<file path="src/design/ies_pkg.sv">
// Register map, field positions and reset values of the request block
package ies_pkg;
  localparam int unsigned ADDR_W = 6;
  localparam int unsigned DATA_W = 8;
  // Register offsets
  localparam logic [5:0] COM_EN_OFF  = 6'h02;
  localparam logic [5:0] AUX_EN_OFF  = 6'h03;
  localparam logic [5:0] COM_REQ_OFF = 6'h04;
  localparam logic [5:0] AUX_REQ_OFF = 6'h05;
  localparam logic [5:0] ERR_OFF     = 6'h06;
  localparam logic [5:0] STAT_OFF    = 6'h07;
  // Reset values
  localparam logic [7:0] COM_EN_RST  = 8'h80;
  localparam logic [7:0] AUX_EN_RST  = 8'h00;
  localparam logic [7:0] COM_REQ_RST = 8'h14;
  localparam logic [7:0] AUX_REQ_RST = 8'h00;
  localparam logic [7:0] ERR_RST     = 8'h00;
  // Implemented bits
  localparam logic [7:0] COM_REQ_MSK = 8'h7f;
  localparam logic [7:0] AUX_REQ_MSK = 8'h14;
  localparam logic [7:0] ERR_MSK     = 8'hdf;
  localparam logic [7:0] EN_AUX_MSK  = 8'h14;
  // Common request and enable register fields
  localparam int unsigned SET_SEL_BIT = 7;
  localparam int unsigned TX_BIT      = 6;
  localparam int unsigned RX_BIT      = 5;
  localparam int unsigned IDLE_BIT    = 4;
  localparam int unsigned HI_BIT      = 3;
  localparam int unsigned LO_BIT      = 2;
  localparam int unsigned ERRS_BIT    = 1;
  localparam int unsigned TMR_BIT     = 0;
  localparam int unsigned INV_BIT     = 7;
  // Auxiliary request register fields
  localparam int unsigned EXT_BIT     = 4;
  localparam int unsigned CRCD_BIT    = 2;
  // Error register fields
  localparam int unsigned WR_ERR_BIT  = 7;
  localparam int unsigned TEMP_BIT    = 6;
  localparam int unsigned OVF_BIT     = 4;
  localparam int unsigned COLL_BIT    = 3;
  localparam int unsigned CRCE_BIT    = 2;
  localparam int unsigned PAR_BIT     = 1;
  localparam int unsigned FRM_BIT     = 0;
  localparam logic [7:0] RX_CLR_MSK   = 8'h0f;
  localparam logic [7:0] CMD_CLR_MSK  = 8'hbf;
  // Status register fields
  localparam int unsigned ST_IRQ_BIT  = 4;
  localparam int unsigned ST_HI_BIT   = 1;
  localparam int unsigned ST_LO_BIT   = 0;
endpackage

</file>
<file path="src/design/ies_sync.sv">
// Two-stage synchroniser for a level from outside the clock domain
`timescale 1ns/1ps
`default_nettype none
module ies_sync (
  // Clock and reset
  input  wire logic clk_i,
  input  wire logic rst_b_i,
  // Level
  input  wire logic async_i,
  output logic      sync_o
);
  logic meta;

  always_ff @(posedge clk_i or negedge rst_b_i) begin
    if (!rst_b_i) begin
      meta   <= 1'b0;
      sync_o <= 1'b0;
    end else begin
      meta   <= async_i;
      sync_o <= meta;
    end
  end
endmodule
`default_nettype wire

</file>
<file path="src/design/ies_req_bits.sv">
// Sticky flag register where a hardware set beats a clear
`timescale 1ns/1ps
`default_nettype none
module ies_req_bits #(
  parameter logic [7:0] RST = 8'h00,
  parameter logic [7:0] MSK = 8'hff
) (
  // Clock and reset
  input  wire logic       clk_i,
  input  wire logic       rst_b_i,
  // Set and clear masks
  input  wire logic [7:0] hw_set_i,
  input  wire logic [7:0] sw_set_i,
  input  wire logic [7:0] clr_i,
  output logic      [7:0] flags_o
);
  // Set terms are OR-ed after the clear so no event is lost
  always_ff @(posedge clk_i or negedge rst_b_i) begin
    if (!rst_b_i) begin
      flags_o <= RST;
    end else begin
      flags_o <= ((flags_o & ~clr_i) | sw_set_i | hw_set_i) & MSK;
    end
  end
endmodule
`default_nettype wire

</file>
<file path="src/design/ies_status.sv">
// Interrupt request latching, error status and interrupt pin
// Summary of operation
// - Common write sets or clears marked bits
// - Aux write sets or clears marked bits
// - Transmit done after final bit sent
// - Receive done at valid end, optionally nonempty
// - Idle on command end or unknown command
// - Host idle write raises no idle
// - Latch high watermark rise until cleared
// - Latch low watermark rise until cleared
// - Error summary while any error set
// - Timer request when count reaches zero
// - Edge on card link input sets request
// - CRC done when calculation finishes
// - FIFO host write misuse error
// - Overheat error switches antenna off
// - Overflow on write into full FIFO
// - Collision only at 106 kBd
// - CRC error when checking enabled
// - Parity error only at 106 kBd
// - Framing error on bad start or count, only at 106 kBd
// - Command start clears errors except overheat
// - Host cannot set error bits
// - Enable gates each request
// - Summary status of enabled requests
// - Pin equal or inverted by control bit
`timescale 1ns/1ps
`default_nettype none
module ies_status
  import ies_pkg::*;
(
  // Clock and reset
  input  wire logic        clk_i,
  input  wire logic        rst_b_i,
  // Register port
  input  wire logic [5:0]  addr_i,
  input  wire logic [7:0]  wdata_i,
  input  wire logic        wr_i,
  input  wire logic        rd_i,
  output logic      [7:0]  rdata_o,
  // Command sequencer
  input  wire logic        cmd_start_i,
  input  wire logic        cmd_end_i,
  input  wire logic        cmd_unknown_i,
  input  wire logic        host_idle_write_i,
  input  wire logic        crc_calculate_command_i,
  input  wire logic        card_authenticate_command_i,
  // Transmitter and receiver
  input  wire logic        tx_last_bit_i,
  input  wire logic        rx_last_bit_i,
  input  wire logic        rx_end_valid_i,
  input  wire logic        rx_startup_i,
  input  wire logic        receive_suppress_empty_i,
  input  wire logic        receive_crc_check_enable_i,
  input  wire logic        rate_106k_i,
  input  wire logic        collision_i,
  input  wire logic        crc_fail_i,
  input  wire logic        parity_fail_i,
  input  wire logic        sof_bad_i,
  input  wire logic        byte_count_bad_i,
  // FIFO, timer and CRC unit
  input  wire logic        fifo_not_empty_i,
  input  wire logic        fifo_full_i,
  input  wire logic        fifo_host_write_i,
  input  wire logic        fifo_write_i,
  input  wire logic        high_watermark_status_i,
  input  wire logic        low_watermark_status_i,
  input  wire logic        timer_zero_i,
  input  wire logic        crc_calc_done_i,
  // Pins and sensor
  input  wire logic        card_link_input_i,
  input  wire logic        overheat_i,
  input  wire logic        temp_clear_i,
  output logic             antenna_off_o,
  output logic             irq_o
);
  logic [7:0] com_en;
  logic [7:0] aux_en;
  logic [7:0] common_irq_request;
  logic [7:0] aux_irq_request;
  logic [7:0] error_status;
  logic       link_s;
  logic       link_q;
  logic       hot_s;
  logic       hi_q;
  logic       lo_q;
  logic       rf_gap;
  logic       irq_pending;
  logic       next_summary;
  logic [7:0] com_hw;
  logic [7:0] com_sw_set;
  logic [7:0] com_clr;
  logic [7:0] aux_hw;
  logic [7:0] aux_sw_set;
  logic [7:0] aux_clr;
  logic [7:0] err_hw;
  logic [7:0] err_clr;
  logic       wr_com;
  logic       wr_aux;

  function automatic logic hit(input logic [5:0] a,
                               input logic [5:0] off);
    hit = (a == off);
  endfunction

  // Pin-side levels are resynchronised before any use
  ies_sync u_link_sync (
    .clk_i   (clk_i),
    .rst_b_i (rst_b_i),
    .async_i (card_link_input_i),
    .sync_o  (link_s)
  );

  ies_sync u_hot_sync (
    .clk_i   (clk_i),
    .rst_b_i (rst_b_i),
    .async_i (overheat_i),
    .sync_o  (hot_s)
  );

  // Edge history for watermark and link detection
  always_ff @(posedge clk_i or negedge rst_b_i) begin
    if (!rst_b_i) begin
      link_q <= 1'b0;
      hi_q   <= 1'b0;
      lo_q   <= 1'b0;
    end else begin
      link_q <= link_s;
      hi_q   <= high_watermark_status_i;
      lo_q   <= low_watermark_status_i;
    end
  end

  // Window between last sent and last received RF bit
  always_ff @(posedge clk_i or negedge rst_b_i) begin
    if (!rst_b_i) begin
      rf_gap <= 1'b0;
    end else if (tx_last_bit_i) begin
      rf_gap <= 1'b1;
    end else if (rx_last_bit_i || cmd_start_i) begin
      rf_gap <= 1'b0;
    end
  end

  // Enable registers
  always_ff @(posedge clk_i or negedge rst_b_i) begin
    if (!rst_b_i) begin
      com_en <= COM_EN_RST;
      aux_en <= AUX_EN_RST;
    end else if (wr_i) begin
      if (hit(addr_i, COM_EN_OFF)) begin
        com_en <= wdata_i;
      end
      if (hit(addr_i, AUX_EN_OFF)) begin
        aux_en <= wdata_i & EN_AUX_MSK;
      end
    end
  end

  assign wr_com = wr_i && hit(addr_i, COM_REQ_OFF);
  assign wr_aux = wr_i && hit(addr_i, AUX_REQ_OFF);

  // Host set or clear through the set-select bit
  always_comb begin
    com_sw_set = 8'h00;
    com_clr    = 8'h00;
    aux_sw_set = 8'h00;
    aux_clr    = 8'h00;
    if (wr_com) begin
      if (wdata_i[SET_SEL_BIT]) begin
        com_sw_set = wdata_i & COM_REQ_MSK;
      end else begin
        com_clr = wdata_i & COM_REQ_MSK;
      end
    end
    if (wr_aux) begin
      if (wdata_i[SET_SEL_BIT]) begin
        aux_sw_set = wdata_i & AUX_REQ_MSK;
      end else begin
        aux_clr = wdata_i & AUX_REQ_MSK;
      end
    end
  end

  // Hardware events of the common request register
  always_comb begin
    com_hw           = 8'h00;
    com_hw[TX_BIT]   = tx_last_bit_i;
    com_hw[RX_BIT]   = rx_end_valid_i &&
                       (!receive_suppress_empty_i ||
                        fifo_not_empty_i);
    com_hw[IDLE_BIT] = (cmd_end_i && !host_idle_write_i) ||
                       cmd_unknown_i;
    com_hw[HI_BIT]   = high_watermark_status_i && !hi_q;
    com_hw[LO_BIT]   = low_watermark_status_i && !lo_q;
    com_hw[ERRS_BIT] = |error_status;
    com_hw[TMR_BIT]  = timer_zero_i;
  end

  // Hardware events of the auxiliary request register
  always_comb begin
    aux_hw           = 8'h00;
    aux_hw[EXT_BIT]  = link_s ^ link_q;
    aux_hw[CRCD_BIT] = crc_calculate_command_i && crc_calc_done_i;
  end

  // Error detection; the register port has no write path here
  always_comb begin
    err_hw             = 8'h00;
    err_hw[WR_ERR_BIT] = fifo_host_write_i &&
                         (card_authenticate_command_i || rf_gap);
    err_hw[TEMP_BIT]   = hot_s;
    err_hw[OVF_BIT]    = fifo_write_i && fifo_full_i;
    err_hw[COLL_BIT]   = collision_i && rate_106k_i;
    err_hw[CRCE_BIT]   = receive_crc_check_enable_i && crc_fail_i;
    err_hw[PAR_BIT]    = parity_fail_i && rate_106k_i;
    err_hw[FRM_BIT]    = rate_106k_i && (sof_bad_i ||
                         (card_authenticate_command_i &&
                          byte_count_bad_i));
  end

  // Clearing sources of the error register
  always_comb begin
    err_clr = 8'h00;
    if (cmd_start_i) begin
      err_clr = err_clr | CMD_CLR_MSK;
    end
    if (rx_startup_i) begin
      err_clr = err_clr | RX_CLR_MSK;
    end
    if (!rate_106k_i) begin
      err_clr[COLL_BIT] = 1'b1;
    end
    // Overheat stays latched until the sensor has cooled
    if (temp_clear_i && !hot_s) begin
      err_clr[TEMP_BIT] = 1'b1;
    end
  end

  ies_req_bits #(
    .RST (COM_REQ_RST),
    .MSK (COM_REQ_MSK)
  ) u_com_req (
    .clk_i    (clk_i),
    .rst_b_i  (rst_b_i),
    .hw_set_i (com_hw),
    .sw_set_i (com_sw_set),
    .clr_i    (com_clr),
    .flags_o  (common_irq_request)
  );

  ies_req_bits #(
    .RST (AUX_REQ_RST),
    .MSK (AUX_REQ_MSK)
  ) u_aux_req (
    .clk_i    (clk_i),
    .rst_b_i  (rst_b_i),
    .hw_set_i (aux_hw),
    .sw_set_i (aux_sw_set),
    .clr_i    (aux_clr),
    .flags_o  (aux_irq_request)
  );

  ies_req_bits #(
    .RST (ERR_RST),
    .MSK (ERR_MSK)
  ) u_err (
    .clk_i    (clk_i),
    .rst_b_i  (rst_b_i),
    .hw_set_i (err_hw),
    .sw_set_i (8'h00),
    .clr_i    (err_clr),
    .flags_o  (error_status)
  );

  assign next_summary =
    (|(common_irq_request & com_en & COM_REQ_MSK)) ||
    (|(aux_irq_request & aux_en));

  // Pin and status follow the summary with one register stage
  always_ff @(posedge clk_i or negedge rst_b_i) begin
    if (!rst_b_i) begin
      irq_pending <= 1'b0;
      irq_o       <= 1'b0;
    end else begin
      irq_pending <= next_summary;
      irq_o       <= next_summary ^ com_en[INV_BIT];
    end
  end

  // Drivers stay off as long as the overheat flag is latched
  always_ff @(posedge clk_i or negedge rst_b_i) begin
    if (!rst_b_i) begin
      antenna_off_o <= 1'b0;
    end else begin
      antenna_off_o <= error_status[TEMP_BIT];
    end
  end

  // Read data valid only in the cycle after the strobe
  always_ff @(posedge clk_i or negedge rst_b_i) begin
    if (!rst_b_i) begin
      rdata_o <= 8'h00;
    end else if (!rd_i) begin
      rdata_o <= 8'h00;
    end else begin
      case (addr_i)
        COM_EN_OFF:  rdata_o <= com_en;
        AUX_EN_OFF:  rdata_o <= aux_en;
        COM_REQ_OFF: rdata_o <= common_irq_request;
        AUX_REQ_OFF: rdata_o <= aux_irq_request;
        ERR_OFF:     rdata_o <= error_status;
        STAT_OFF: begin
          rdata_o             <= 8'h00;
          rdata_o[ST_IRQ_BIT] <= irq_pending;
          rdata_o[ST_HI_BIT]  <= high_watermark_status_i;
          rdata_o[ST_LO_BIT]  <= low_watermark_status_i;
        end
        default:     rdata_o <= 8'h00;
      endcase
    end
  end

  a_com_write: assert property (
    @(posedge clk_i) disable iff (!rst_b_i)
    wr_com && !wdata_i[SET_SEL_BIT] && wdata_i[TMR_BIT] && !timer_zero_i
    |=> !common_irq_request[TMR_BIT])
    else $error("common clear left timer request set");

  a_aux_write: assert property (
    @(posedge clk_i) disable iff (!rst_b_i)
    wr_aux && wdata_i[SET_SEL_BIT] && wdata_i[CRCD_BIT]
    |=> aux_irq_request[CRCD_BIT])
    else $error("aux set did not set crc request");

  a_tx_done: assert property (
    @(posedge clk_i) disable iff (!rst_b_i)
    tx_last_bit_i |=> common_irq_request[TX_BIT])
    else $error("transmit done not raised");

  a_rx_suppress: assert property (
    @(posedge clk_i) disable iff (!rst_b_i)
    !common_irq_request[RX_BIT] && rx_end_valid_i &&
    receive_suppress_empty_i && !fifo_not_empty_i && !wr_com
    |=> !common_irq_request[RX_BIT])
    else $error("receive done raised with empty fifo");

  a_idle_host: assert property (
    @(posedge clk_i) disable iff (!rst_b_i)
    !common_irq_request[IDLE_BIT] && host_idle_write_i &&
    !cmd_unknown_i && !wr_com
    |=> !common_irq_request[IDLE_BIT])
    else $error("host idle write raised idle request");

  a_err_summary: assert property (
    @(posedge clk_i) disable iff (!rst_b_i)
    (|error_status) |=> common_irq_request[ERRS_BIT])
    else $error("error summary missing");

  a_link_edge: assert property (
    @(posedge clk_i) disable iff (!rst_b_i)
    $changed(link_s) |=> aux_irq_request[EXT_BIT])
    else $error("link edge request missing");

  a_cmd_clear: assert property (
    @(posedge clk_i) disable iff (!rst_b_i)
    cmd_start_i && ((err_hw & CMD_CLR_MSK) == 8'h00)
    |=> (error_status & CMD_CLR_MSK) == 8'h00)
    else $error("command start left errors set");

  a_coll_rate: assert property (
    @(posedge clk_i) disable iff (!rst_b_i)
    !rate_106k_i |=> !error_status[COLL_BIT])
    else $error("collision flag set off 106 kBd");

  a_irq_pin: assert property (
    @(posedge clk_i) disable iff (!rst_b_i)
    (|(common_irq_request & com_en & COM_REQ_MSK)) && !com_en[INV_BIT]
    |=> irq_o)
    else $error("irq pin low with enabled request");

  a_hot_antenna: assert property (
    @(posedge clk_i) disable iff (!rst_b_i)
    hot_s |=> error_status[TEMP_BIT] ##1 antenna_off_o)
    else $error("overheat did not switch antenna off");
endmodule
`default_nettype wire

</file>
<file path="config.mk">
export PLATFORM = sky130hd
export DESIGN_NAME = ies_status
export DESIGN_NICKNAME = d
export VERILOG_FILES = /design/src/design/ies_pkg.sv /design/src/design/ies_sync.sv /design/src/design/ies_req_bits.sv /design/src/design/ies_status.sv
export SDC_FILE = /design/constraint.sdc
export NUM_CORES = 1
export LEC_CHECK = 0
export BUFFER_PORTS_ARGS = -buffer_cell sky130_fd_sc_hd__clkbuf_2
export CORE_MARGIN = 3
export CORE_UTILIZATION = 55
export CTS_CLUSTER_SIZE = 12
export DETAILED_ROUTE_END_ITERATION = 10
export PLACE_DENSITY = 0.86
export SLEW_MARGIN = 10
export SYNTH_ARGS = -nofsm -noshare
export SYNTH_HDL_FRONTEND = slang
export SYNTH_SLANG_ARGS = --single-unit
</file>
<file path="constraint.sdc">
create_clock -name clk_i -period 3.1 [get_ports clk_i]
set_clock_uncertainty 0.15 [all_clocks]
set_input_delay 0.155 -clock clk_i [delete_from_list [all_inputs] [get_ports clk_i]]
set_output_delay 0.155 -clock clk_i [all_outputs]
set_load 0.02 [all_outputs]
</file>
==> results of run 1 <==
-- synth_stat cells, types with 3 or more instances --
| master | instances | area [µm²] |
|---|---|---|
| a21o_1 | 3 | 22.52 |
| dfrtp_1 | 42 | 1051 |
| buf_2 | 3 | 15.01 |
| a22o_1 | 5 | 43.79 |
| mux2_2 | 11 | 123.9 |
| inv_1 | 5 | 18.77 |
| nand2_1 | 11 | 41.29 |
| a22oi_1 | 7 | 52.55 |
| o21ai_0 | 3 | 15.01 |
| a21boi_1 | 3 | 22.52 |
| nor2b_1 | 3 | 18.77 |
| mux2i_1 | 7 | 70.07 |
| and3_2 | 3 | 22.52 |
| dfstp_2 | 3 | 78.83 |
| nand3_1 | 7 | 35.03 |
| a311o_1 | 3 | 30.03 |
| nor2_1 | 5 | 18.77 |
| nor3_1 | 5 | 25.02 |
| a21oi_1 | 5 | 25.02 |
-- power by group through the flow --
stage / combinational, mW / clock (mW) / sequential, mW
after floorplan: 0.0846 / 0 / 0.668
after global placement: 0.153 / 0 / 0.668
after detailed placement: 0.155 / 0 / 0.669
after CTS: 0.189 / 0.393 / 0.658
after global routing: 0.216 / 0.416 / 0.666
final: 0.196 / 0.389 / 0.661
-- worst reg2reg max path, stage by stage (launching register included) --
cell,delay [ns]
dfrtp_1,0.42
a21boi_1,0.14
a311o_1,0.31
dlygate4sd3_1,0.55
-- per-layer routing --
metal,vias to the layer above,global-route usage (%),wire [µm]
met2,86,41.46,2623
li1,797,-,-
met4,0,9.898,79
met1,848,34.25,2115
met5,-,0,0
met3,9,6.239,395
-- area by class of cell --
type | count | area, µm² | share of cell area (%)
sequential | 45 | 1130 | 41.50
multi-input combinational | 108 | 814.5 | 29.92
timing repair buffer | 88 | 600.6 | 22.06
clock buffer | 7 | 96.34 | 3.539
tap | 46 | 57.56 | 2.114
inverter | 5 | 18.77 | 0.6893
clock inverter | 1 | 5.005 | 0.1838
-- logic make-up after synthesis --
logic type / Yosys count / share of synthesized area, %
AND/OR/NAND/NOR: 46 / 13.73
multiplexers: 18 / 9.586
AO/OA/AOI/OAI: 42 / 16.08
flip-flops: 45 / 55.84
XOR/XNOR: 2 / 0.8660
buffers and inverters: 13 / 3.895
-- registers in the layout (all words and copies together) (netlist names), 2 cells and up --
register / count
aux_en: 2
u_com_req.flags_o: 7
rdata_o: 8
com_en: 8
u_err.flags_o: 7
u_aux_req.flags_o: 2
-- final timing paths --
kind | startpoint | end | slack (ns) | depth (start not counted)
worst max-delay path | fifo_full_i | u_err.flags_o[4] | 1.04 | 6
worst min register to register | u_link_sync.meta | u_link_sync.sync_o | 0.20 | 0
max in group asynchronous | rst_b_i | u_err.flags_o[7] | 1.72 | 2
min in group asynchronous | rst_b_i | rdata_o[3] | 0.44 | 2
worst max register to register | u_com_req.flags_o[0] | u_com_req.flags_o[0] | 1.43 | 3
worst min-delay path | sof_bad_i | u_err.flags_o[0] | 0.007 | 3
-- timing repair --
action	in CTS	in global routing
hold buffers	32	0
gates resized for setup	0	0
hold endpoints to repair	68	0
-- per-stage QoR --
stage	power (mW)	setup slack, ns	util [%]	instances	area (µm²)
floorplan	0.7526	1.566	-	166	2023
global placement	0.8206	1.216	66.85	260	2301
detailed placement	0.8241	1.171	66.85	260	2301
CTS	1.240	1.123	79.10	300	2723
global route	1.298	0.9926	79.10	300	2723
finish	1.247	1.037	79.10	300	2723
==> summary.md, run 1 <==
| Metric | Value |
|---|---|
| Slew headroom | `28.96%` |
| CTS root buf | `clkbuf_8` |
| Sequential share of the synthesized area | `55.84%` |
| Ports | `57` |
| Fin crit period | `2.063 ns` |
| Yosys warns | `0` |
| Clk pwr share | `31.2%` |
| GPL Wtd Cong | `0.8899` |
| GR Overflow Total | `0` |
| Slew Viols, Final | `0` |
| Setup Buffers After CTS | `0` |
| Routed vias | `1740` |
| Final Hold Fails | `0` |
| Antenna cells | `0` |
| Post-synth EDFFs | `0` |
| Max incr delay on CP | `0.56 ns` |
| Int Power | `0.9323 mW` |
| Crit path kind | `in2reg` |
| Mapped cell area | `2023 µm²` |
| Net switching power | `0.3143 mW` |
| Initial Util | `58.78%` |
| Overall routed net length | `5215 µm` |
| Via/cell ratio | `5.800` |
| Vias in the first global route | `1712` |
| Number of core rows | `21` |
| CP top delay family | `buffers and inverters` |
| Status | `finished, final reports clean` |
| Worst Tran Pin Value | `1.066 ns` |
| Maximum VDD drop | `0.3432 mV` |
| DRT iter0 DRCs | `195` |
| H-tree depth | `2` |
| Sw Ratio | `25.21%` |
| Syn Area/Cell | `12.19 µm²` |
| DR WL/cell | `17.38 µm` |
| Fin nets | `300` |
| Seq cells post-synth | `45` |
| Leak | `1.263 nW` |
| Sum Neg Setup Slack | `0 ns` |
| Share of layout cells above drive strength 1 | `34.25%` |
| RSZ-0062 raised after global routing | `false` |
| Comb power frac | `15.7%` |
| GRT Total Usage | `26.02%` |
| HP Class | `in2reg` |
| Die W | `66.65 µm` |
| CP bufs+invs | `4` |
| DRT Pass-1 Iters | `5` |
| Most frequent CP cell | `dlygate4sd3_1` |
| Die area | `4442 µm²` |
| Cell variety after synth | `45` |
| CTS tree | `built` |
| Cts bufs inserted | `5` |
| Setup violation total in the final timing report | `0` |
| Detailed placer's ending HPWL | `3103 µm` |
| Most frequent cells in the layout | `clkbuf_2, dfrtp_1, dlygate4sd3_1` |
| Worst setup SP type | `input pin` |
| Worst-skew pair later-pin latency | `0.30 ns` |
| Clock sink count | `45` |
| Syn Nets | `213` |
| Most common cell after layout, fill and taps aside | `clkbuf_2` |
| Hold_ws | `0.007299 ns` |
| Fin crit share | `66.54%` |
| Sequential power share | `53.0%` |
| CP required | `3.14 ns` |
| ANT nets after route | `0` |
| Crit end category | `flip-flop` |
| Largest net degree at the start of global routing | `46` |
| Power per cell area | `457.9 nW/µm²` |
| Crit-path cells | `dlygate4sd3_1 -> clkbuf_2 -> nand2_1 -> dlygate4sd3_1 -> o21ai_0 -> dlygate4sd3_1` |
| First-pass GRT wire length | `8424 µm` |
| Area growth, synth to finish | `34.57%` |
| IO buf count | `56` |
| FFs w/ async S/R, synth | `100.0%` |
| Clock Path Buffers | `2` |
| Die height | `66.65 µm` |
| Synth Flop Type | `dfrtp_1` |
| Crit path max fanout | `1` |
| Fill cells | `208` |
| Initial antenna violation count | `0` |
| CTS clk-pin slew, worst paths | `0.08 ns` |
| Slowest cell on the critical path | `dlygate4sd3_1` |
| Synth Instances | `166` |
| Fmax | `484.8 MHz` |
| Data arrival, critical path | `2.10 ns` |
| Drt drc | `0` |
| Core footprint | `3442 µm²` |
| Max-cap viol count | `0` |
(Power assumes the default switching activity.)
==> run 2: changes to the inputs <==
--- a/config.mk
+++ b/config.mk
@@ -7,10 +7,10 @@
 export LEC_CHECK = 0
 export BUFFER_PORTS_ARGS = -buffer_cell sky130_fd_sc_hd__clkbuf_2
 export CORE_MARGIN = 3
-export CORE_UTILIZATION = 55
+export CORE_UTILIZATION = 51
 export CTS_CLUSTER_SIZE = 12
 export DETAILED_ROUTE_END_ITERATION = 10
-export PLACE_DENSITY = 0.86
+export PLACE_DENSITY = 0.8
 export SLEW_MARGIN = 10
 export SYNTH_ARGS = -nofsm -noshare
 export SYNTH_HDL_FRONTEND = slang
==> constraint.sdc (replaced) <==
create_clock -name clk_i -period 2.1 [get_ports clk_i]
set_clock_uncertainty 0.15 [all_clocks]
set_input_delay 0.105 -clock clk_i [delete_from_list [all_inputs] [get_ports clk_i]]
set_output_delay 0.105 -clock clk_i [all_outputs]
set_load 0.02 [all_outputs]
==> summary.md, run 2 (synthesized netlist as in run 1, its figures left out) <==
| Metric | Value |
|---|---|
| Leak | `1.298 nW` |
| Max incr delay on CP | `0.57 ns` |
| Drt drc | `0` |
| Worst-skew pair later-pin latency | `0.31 ns` |
| Setup violation total in the final timing report | `0` |
| Met1 Use GR | `31.34%` |
| CP bufs+invs | `4` |
| Maximum VDD drop | `0.5718 mV` |
| Hold_buf cts | `38` |
| CP top delay family | `buffers and inverters` |
| Post-CTS sizing | `0` |
| DR WL/cell | `16.53 µm` |
| Share of layout cells above drive strength 1 | `34.47%` |
| Area growth, synth to finish | `38.71%` |
| DRT Pass-1 Iters | `5` |
| Fill cells | `255` |
| GRT busiest layer | `met2` |
| Sum Neg Setup Slack | `0 ns` |
| Die height | `68.99 µm` |
| Most frequent CP cell | `dlygate4sd3_1` |
| Fin crit period | `1.961 ns` |
| Biggest regs | `com_en (8), rdata_o (8)` |
| Worst setup SP type | `input pin` |
| First-pass GRT wire length | `8280 µm` |
| Cts bufs inserted | `5` |
| CTS root buf | `clkbuf_8` |
| Design Area, Final | `2806 µm²` |
| DP Area | `2341 µm²` |
| ANT nets after route | `0` |
| Max-cap viol count | `0` |
| CTS clk-pin slew, worst paths | `0.09 ns` |
| Vias in the first global route | `1752` |
| GPL Wtd Cong | `0.8714` |
| Crit end category | `flip-flop` |
| Flip-flop and latch area | `1130 µm²` |
| Core footprint | `3744 µm²` |
| HP Class | `in2reg` |
| CP required | `2.14 ns` |
| Crit-path cells | `dlygate4sd3_1 -> clkbuf_2 -> nand2_1 -> dlygate4sd3_1 -> o21ai_0 -> dlygate4sd3_1` |
| Die W | `68.99 µm` |
| Slew headroom | `64.27%` |
| Antenna cells | `0` |
| Overall routed net length | `5156 µm` |
| Pwr Total | `1.792 mW` |
| Slew Viols, Final | `0` |
| Fin crit share | `93.38%` |
| Crit path kind | `in2reg` |
| Clock sink count | `45` |
| Placed cells | `267` |
| Detailed placer's ending HPWL | `3401 µm` |
| Met2 usage | `39.64%` |
| Initial antenna violation count | `0` |
| Slowest cell on the critical path | `dlygate4sd3_1` |
| Multi-input logic area | `814.5 µm²` |
| IO buf count | `56` |
| Status | `finished, final reports clean` |
| Fin nets | `311` |
| Most common cell after layout, fill and taps aside | `clkbuf_2` |
| Initial Util | `54.04%` |
| Final std cells w/o fill | `312` |
| Via/cell ratio | `5.574` |
| Number of core rows | `22` |
| CTS tree | `built` |
| Hold_ws | `0.03599 ns` |
| M3 GR Usage | `5.511%` |
| Data arrival, critical path | `2.00 ns` |
| GRT Total Usage | `24.70%` |
| Crit path max fanout | `1` |
| GR Overflow Total | `0` |
| Routed vias | `1739` |
| Largest net degree at the start of global routing | `21` |
| Final Hold Fails | `0` |
| Worst Tran Pin Value | `0.5337 ns` |
| Die area | `4759 µm²` |
| H-tree depth | `2` |
| Power per cell area | `638.4 nW/µm²` |
| Clock Path Buffers | `2` |
| Setup Buffers After CTS | `0` |
| DRT iter0 DRCs | `198` |
| Most frequent cells in the layout | `clkbuf_2, dfrtp_1, dlygate4sd3_1` |
| Fmax | `509.9 MHz` |
| RSZ-0062 raised after global routing | `false` |
| Ports | `57` |
-- run 2: final timing paths --
path,start,to,slack (ns),depth (start not counted)
max,fifo_full_i,u_err.flags_o[4],0.14,6
min,wdata_i[7],u_aux_req.flags_o[4],0.04,3
max reg2reg,u_com_req.flags_o[0],u_com_req.flags_o[0],0.41,3
min reg2reg,u_link_sync.meta,u_link_sync.sync_o,0.21,0
max in group asynchronous,rst_b_i,com_en[7],1.11,3
min in group asynchronous,rst_b_i,link_q,0.06,2
-- run 2: layout make-up --
class                           instances  share of cell area (%)
Inverter                                5                  0.6687
Timing Repair Buffer                   99                   24.88
Clock inverter                          2                  0.5796
Tap cell                               48                   2.140
Multi-Input combinational cell        108                   29.02
Clock buffer                            5                   2.452
Sequential cell                        45                   40.26
-- run 2: per-stage QoR --
stage,util (%),worst slack (ns)
CTS,74.97,0.1950
global placement,62.53,0.4635
global route,74.97,0.08169
floorplan,-,0.6161
detailed placement,62.53,0.4256
finish,74.97,0.1390
-- run 2: layer usage --
layer,vias to the layer above,part of all wire [%]
met5,-,0
met4,0,2.5
met3,13,5.5
met2,64,51
met1,844,41
li1,818,-
-- run 2: worst min-delay path, stage by stage --
cell and delay (ns):
clkbuf_2 0.19, mux2i_1 0.10, nand2_1 0.07
-- run 2: where the power goes --
group / total [mW] / internal, mW / switching (mW) / leakage, nW
combinational: 0.300 / 0.163 / 0.137 / 0.724
clock: 0.520 / 0.229 / 0.291 / 0.0402
sequential: 0.972 / 0.929 / 0.0429 / 0.533
==> run 3: changes to the inputs <==
--- a/config.mk
+++ b/config.mk
@@ -5,13 +5,14 @@
 export SDC_FILE = /design/constraint.sdc
 export NUM_CORES = 1
 export LEC_CHECK = 0
-export BUFFER_PORTS_ARGS = -buffer_cell sky130_fd_sc_hd__clkbuf_2
 export CORE_MARGIN = 3
-export CORE_UTILIZATION = 51
+export CORE_UTILIZATION = 60
 export CTS_CLUSTER_SIZE = 12
 export DETAILED_ROUTE_END_ITERATION = 10
-export PLACE_DENSITY = 0.8
+export DONT_BUFFER_PORTS = 1
+export PLACE_DENSITY = 0.78
 export SLEW_MARGIN = 10
 export SYNTH_ARGS = -nofsm -noshare
 export SYNTH_HDL_FRONTEND = slang
+export SYNTH_HIERARCHICAL = 1
 export SYNTH_SLANG_ARGS = --single-unit
==> summary.md, run 3 <==
| Metric | Value |
|---|---|
| H-tree depth | `2` |
| Clk pwr share | `35.4%` |
| Synth area leader | `dfrtp_1` |
| Ports | `57` |
| Slew Viols, Final | `0` |
| Fill cells | `184` |
| Met1 Use GR | `34.99%` |
| Final Util | `84.63%` |
| Pwr Total | `1.948 mW` |
| Leak | `1.378 nW` |
| First-pass GRT wire length | `9818 µm` |
| Worst setup SP type | `input pin` |
| DRT Pass-1 Iters | `8` |
| Flip-flop and latch area | `1130 µm²` |
| Multi-input logic area | `996.0 µm²` |
| Hold_ws | `0.01001 ns` |
| Fin crit share | `98.69%` |
| Design Area, Final | `2935 µm²` |
| Area growth, synth to finish | `31.65%` |
| HP Class | `in2reg` |
| RSZ-0062 raised after global routing | `false` |
| GR Overflow Total | `0` |
| Fin nets | `315` |
| Cell variety after synth | `37` |
| Worst setup startpoint | `addr_i[2]` |
| CTS tree | `built` |
| Flop-to-flop setup slack | `0.07 ns` |
| Crit path max fanout | `8` |
| CP required | `2.13 ns` |
| Die height | `66.96 µm` |
| Die W | `66.96 µm` |
| Sequential share of the synthesized area | `50.67%` |
| Fmax | `482.5 MHz` |
| Initial antenna violation count | `0` |
| Hold Crit Start | `addr_i[1]` |
| Syn Area/Cell | `10.77 µm²` |
| Fin crit period | `2.073 ns` |
| Share of layout cells above drive strength 1 | `16.36%` |
| Area share of the largest cell type after synthesis | `47.14%` |
| GRT Total Usage | `30.68%` |
| Antenna cells | `0` |
| Worst Hold Depth | `3` |
| Number of core rows | `21` |
| Clock sink count | `45` |
| Crit end category | `flip-flop` |
| M3 GR Usage | `10.12%` |
| DRT iter0 DRCs | `255` |
| Synth Flop Type | `dfrtp_1` |
| Clock Path Buffers | `2` |
| Synth top area cells | `dfrtp_1, mux2_2, and2_1, nor2_1, o21ai_1` |
| Synth Instances | `207` |
| Final Hold Fails | `0` |
| Final setup margin | `0.02747 ns` |
| Routed vias | `1906` |
| Drt drc | `0` |
| Largest net degree at the start of global routing | `46` |
| Cts bufs inserted | `5` |
| Final std cells w/o fill | `315` |
| Power per cell area | `663.7 nW/µm²` |
| Comb power frac | `14.1%` |
| Max-cap viol count | `0` |
| CTS clk-pin slew, worst paths | `0.08 ns` |
| Most common cell after layout, fill and taps aside | `dlygate4sd3_1` |
| Sum Neg Setup Slack | `0 ns` |
| Seq cells post-synth | `45` |
| Mapped cell area | `2230 µm²` |
| GPL Wtd Cong | `0.8257` |
| Maximum VDD drop | `0.5137 mV` |
| R2R Path End | `rdata_o[4]` |
| Placed cells | `254` |
| Sw Ratio | `24.24%` |
| Sequential power share | `50.6%` |
| Detailed placer's ending HPWL | `3514 µm` |
| Post-synth EDFFs | `0` |
| Setup violation total in the final timing report | `0` |
| Initial Util | `64.29%` |
| Biggest regs | `com_en (8), rdata_o (8)` |
| Most frequent cells in the layout | `dlygate4sd3_1, dfrtp_1, nor2_1` |
| Crit Reg-Reg Startpoint | `u_err/flags_o[4]` |
| Core footprint | `3468 µm²` |
| FFs w/ async S/R, synth | `100.0%` |
| Overall routed net length | `6379 µm` |
| Crit path kind | `in2reg` |
| Hold endpoint | `rdata_o[3]` |
| IO buf count | `0` |
| Status | `finished, final reports clean` |
| Met2 usage | `50.74%` |
| Yosys warns | `6` |
| Cell count of the worst reg-to-reg path | `4` |
| Top-count cell post-synth | `dfrtp_1` |
| DP Area | `2267 µm²` |
| Int Power | `1.476 mW` |
| Pre-CTS setup slack | `0.3615 ns` |
| Net switching power | `0.4721 mW` |
| ANT nets after route | `0` |
| Post-synth top cells | `dfrtp_1, nor2_1, and2_1, inv_1, mux2_2` |
| Vias in the first global route | `2017` |
| DR WL/cell | `20.25 µm` |
| CTS root buf | `clkbuf_8` |
| Worst-skew pair later-pin latency | `0.31 ns` |
| Data arrival, critical path | `2.10 ns` |
| Die area | `4484 µm²` |
| Via/cell ratio | `6.051` |
| GRT busiest layer | `met2` |
[run 3: cell families after synthesis]
| logic type | share of synthesized area (%) |
|---|---|
| xor gates and xnor gates | 0.7858 |
| muxes | 11.62 |
| buffers and inverters | 6.622 |
| other | 0.6732 |
| AOI/OAI and AO/OA | 10.33 |
| DFF | 50.67 |
| and+or+nand+nor | 19.30 |
[run 3: power by group through the flow]
stage | registers [mW] | clock network [mW] | logic, mW
2_1_floorplan | 0.979 | 0 | 0.132
3_3_place_gp | 0.992 | 0 | 0.128
3_5_place_dp | 0.997 | 0 | 0.134
4_1_cts | 0.980 | 0.685 | 0.255
5_1_grt | 0.987 | 0.728 | 0.293
6_report | 0.985 | 0.689 | 0.274
[run 3: worst max-delay path by stage]
| stage | cells past startpoint | to |
|---|---|---|
| detailed placement | 4 | aux_en[4] |
| global placement | 4 | aux_en[4] |
| CTS | 5 | com_en[3] |
| floorplan | 4 | aux_en[2] |
| finish | 5 | com_en[2] |
| global route | 5 | com_en[3] |
[run 3: metal layers]
metal  vias up  routed length (µm)
li1        813                   -
met1       917                2319
met2       143                3166
met5         -                   0
met4         0                 257
met3        33                 635
[run 3: what timing repair did]
| action | in CTS | in global routing |
|---|---|---|
| setup buffers | 0 | 3 |
| setup endpoints to repair | 0 | 7 |
| gates resized for setup | 0 | 3 |
| hold buffers | 50 | 0 |
| endpoints found under the hold margin | 84 | 0 |
[run 3: cell type report]
type	instances	area share (%)
clock inverters	2	1.279
flip-flops and latches	45	38.49
inverters	19	2.430
well taps	46	1.961
clock buffers	6	2.813
repair buffers	55	19.10
multi-input cells	142	33.93
[run 3: critical path: stages]
cell and delay [ns]:
dlygate4sd3_1 0.57, nor4b_4 0.36, nand2_4 0.18, mux2_2 0.31, dlygate4sd3_1 0.57
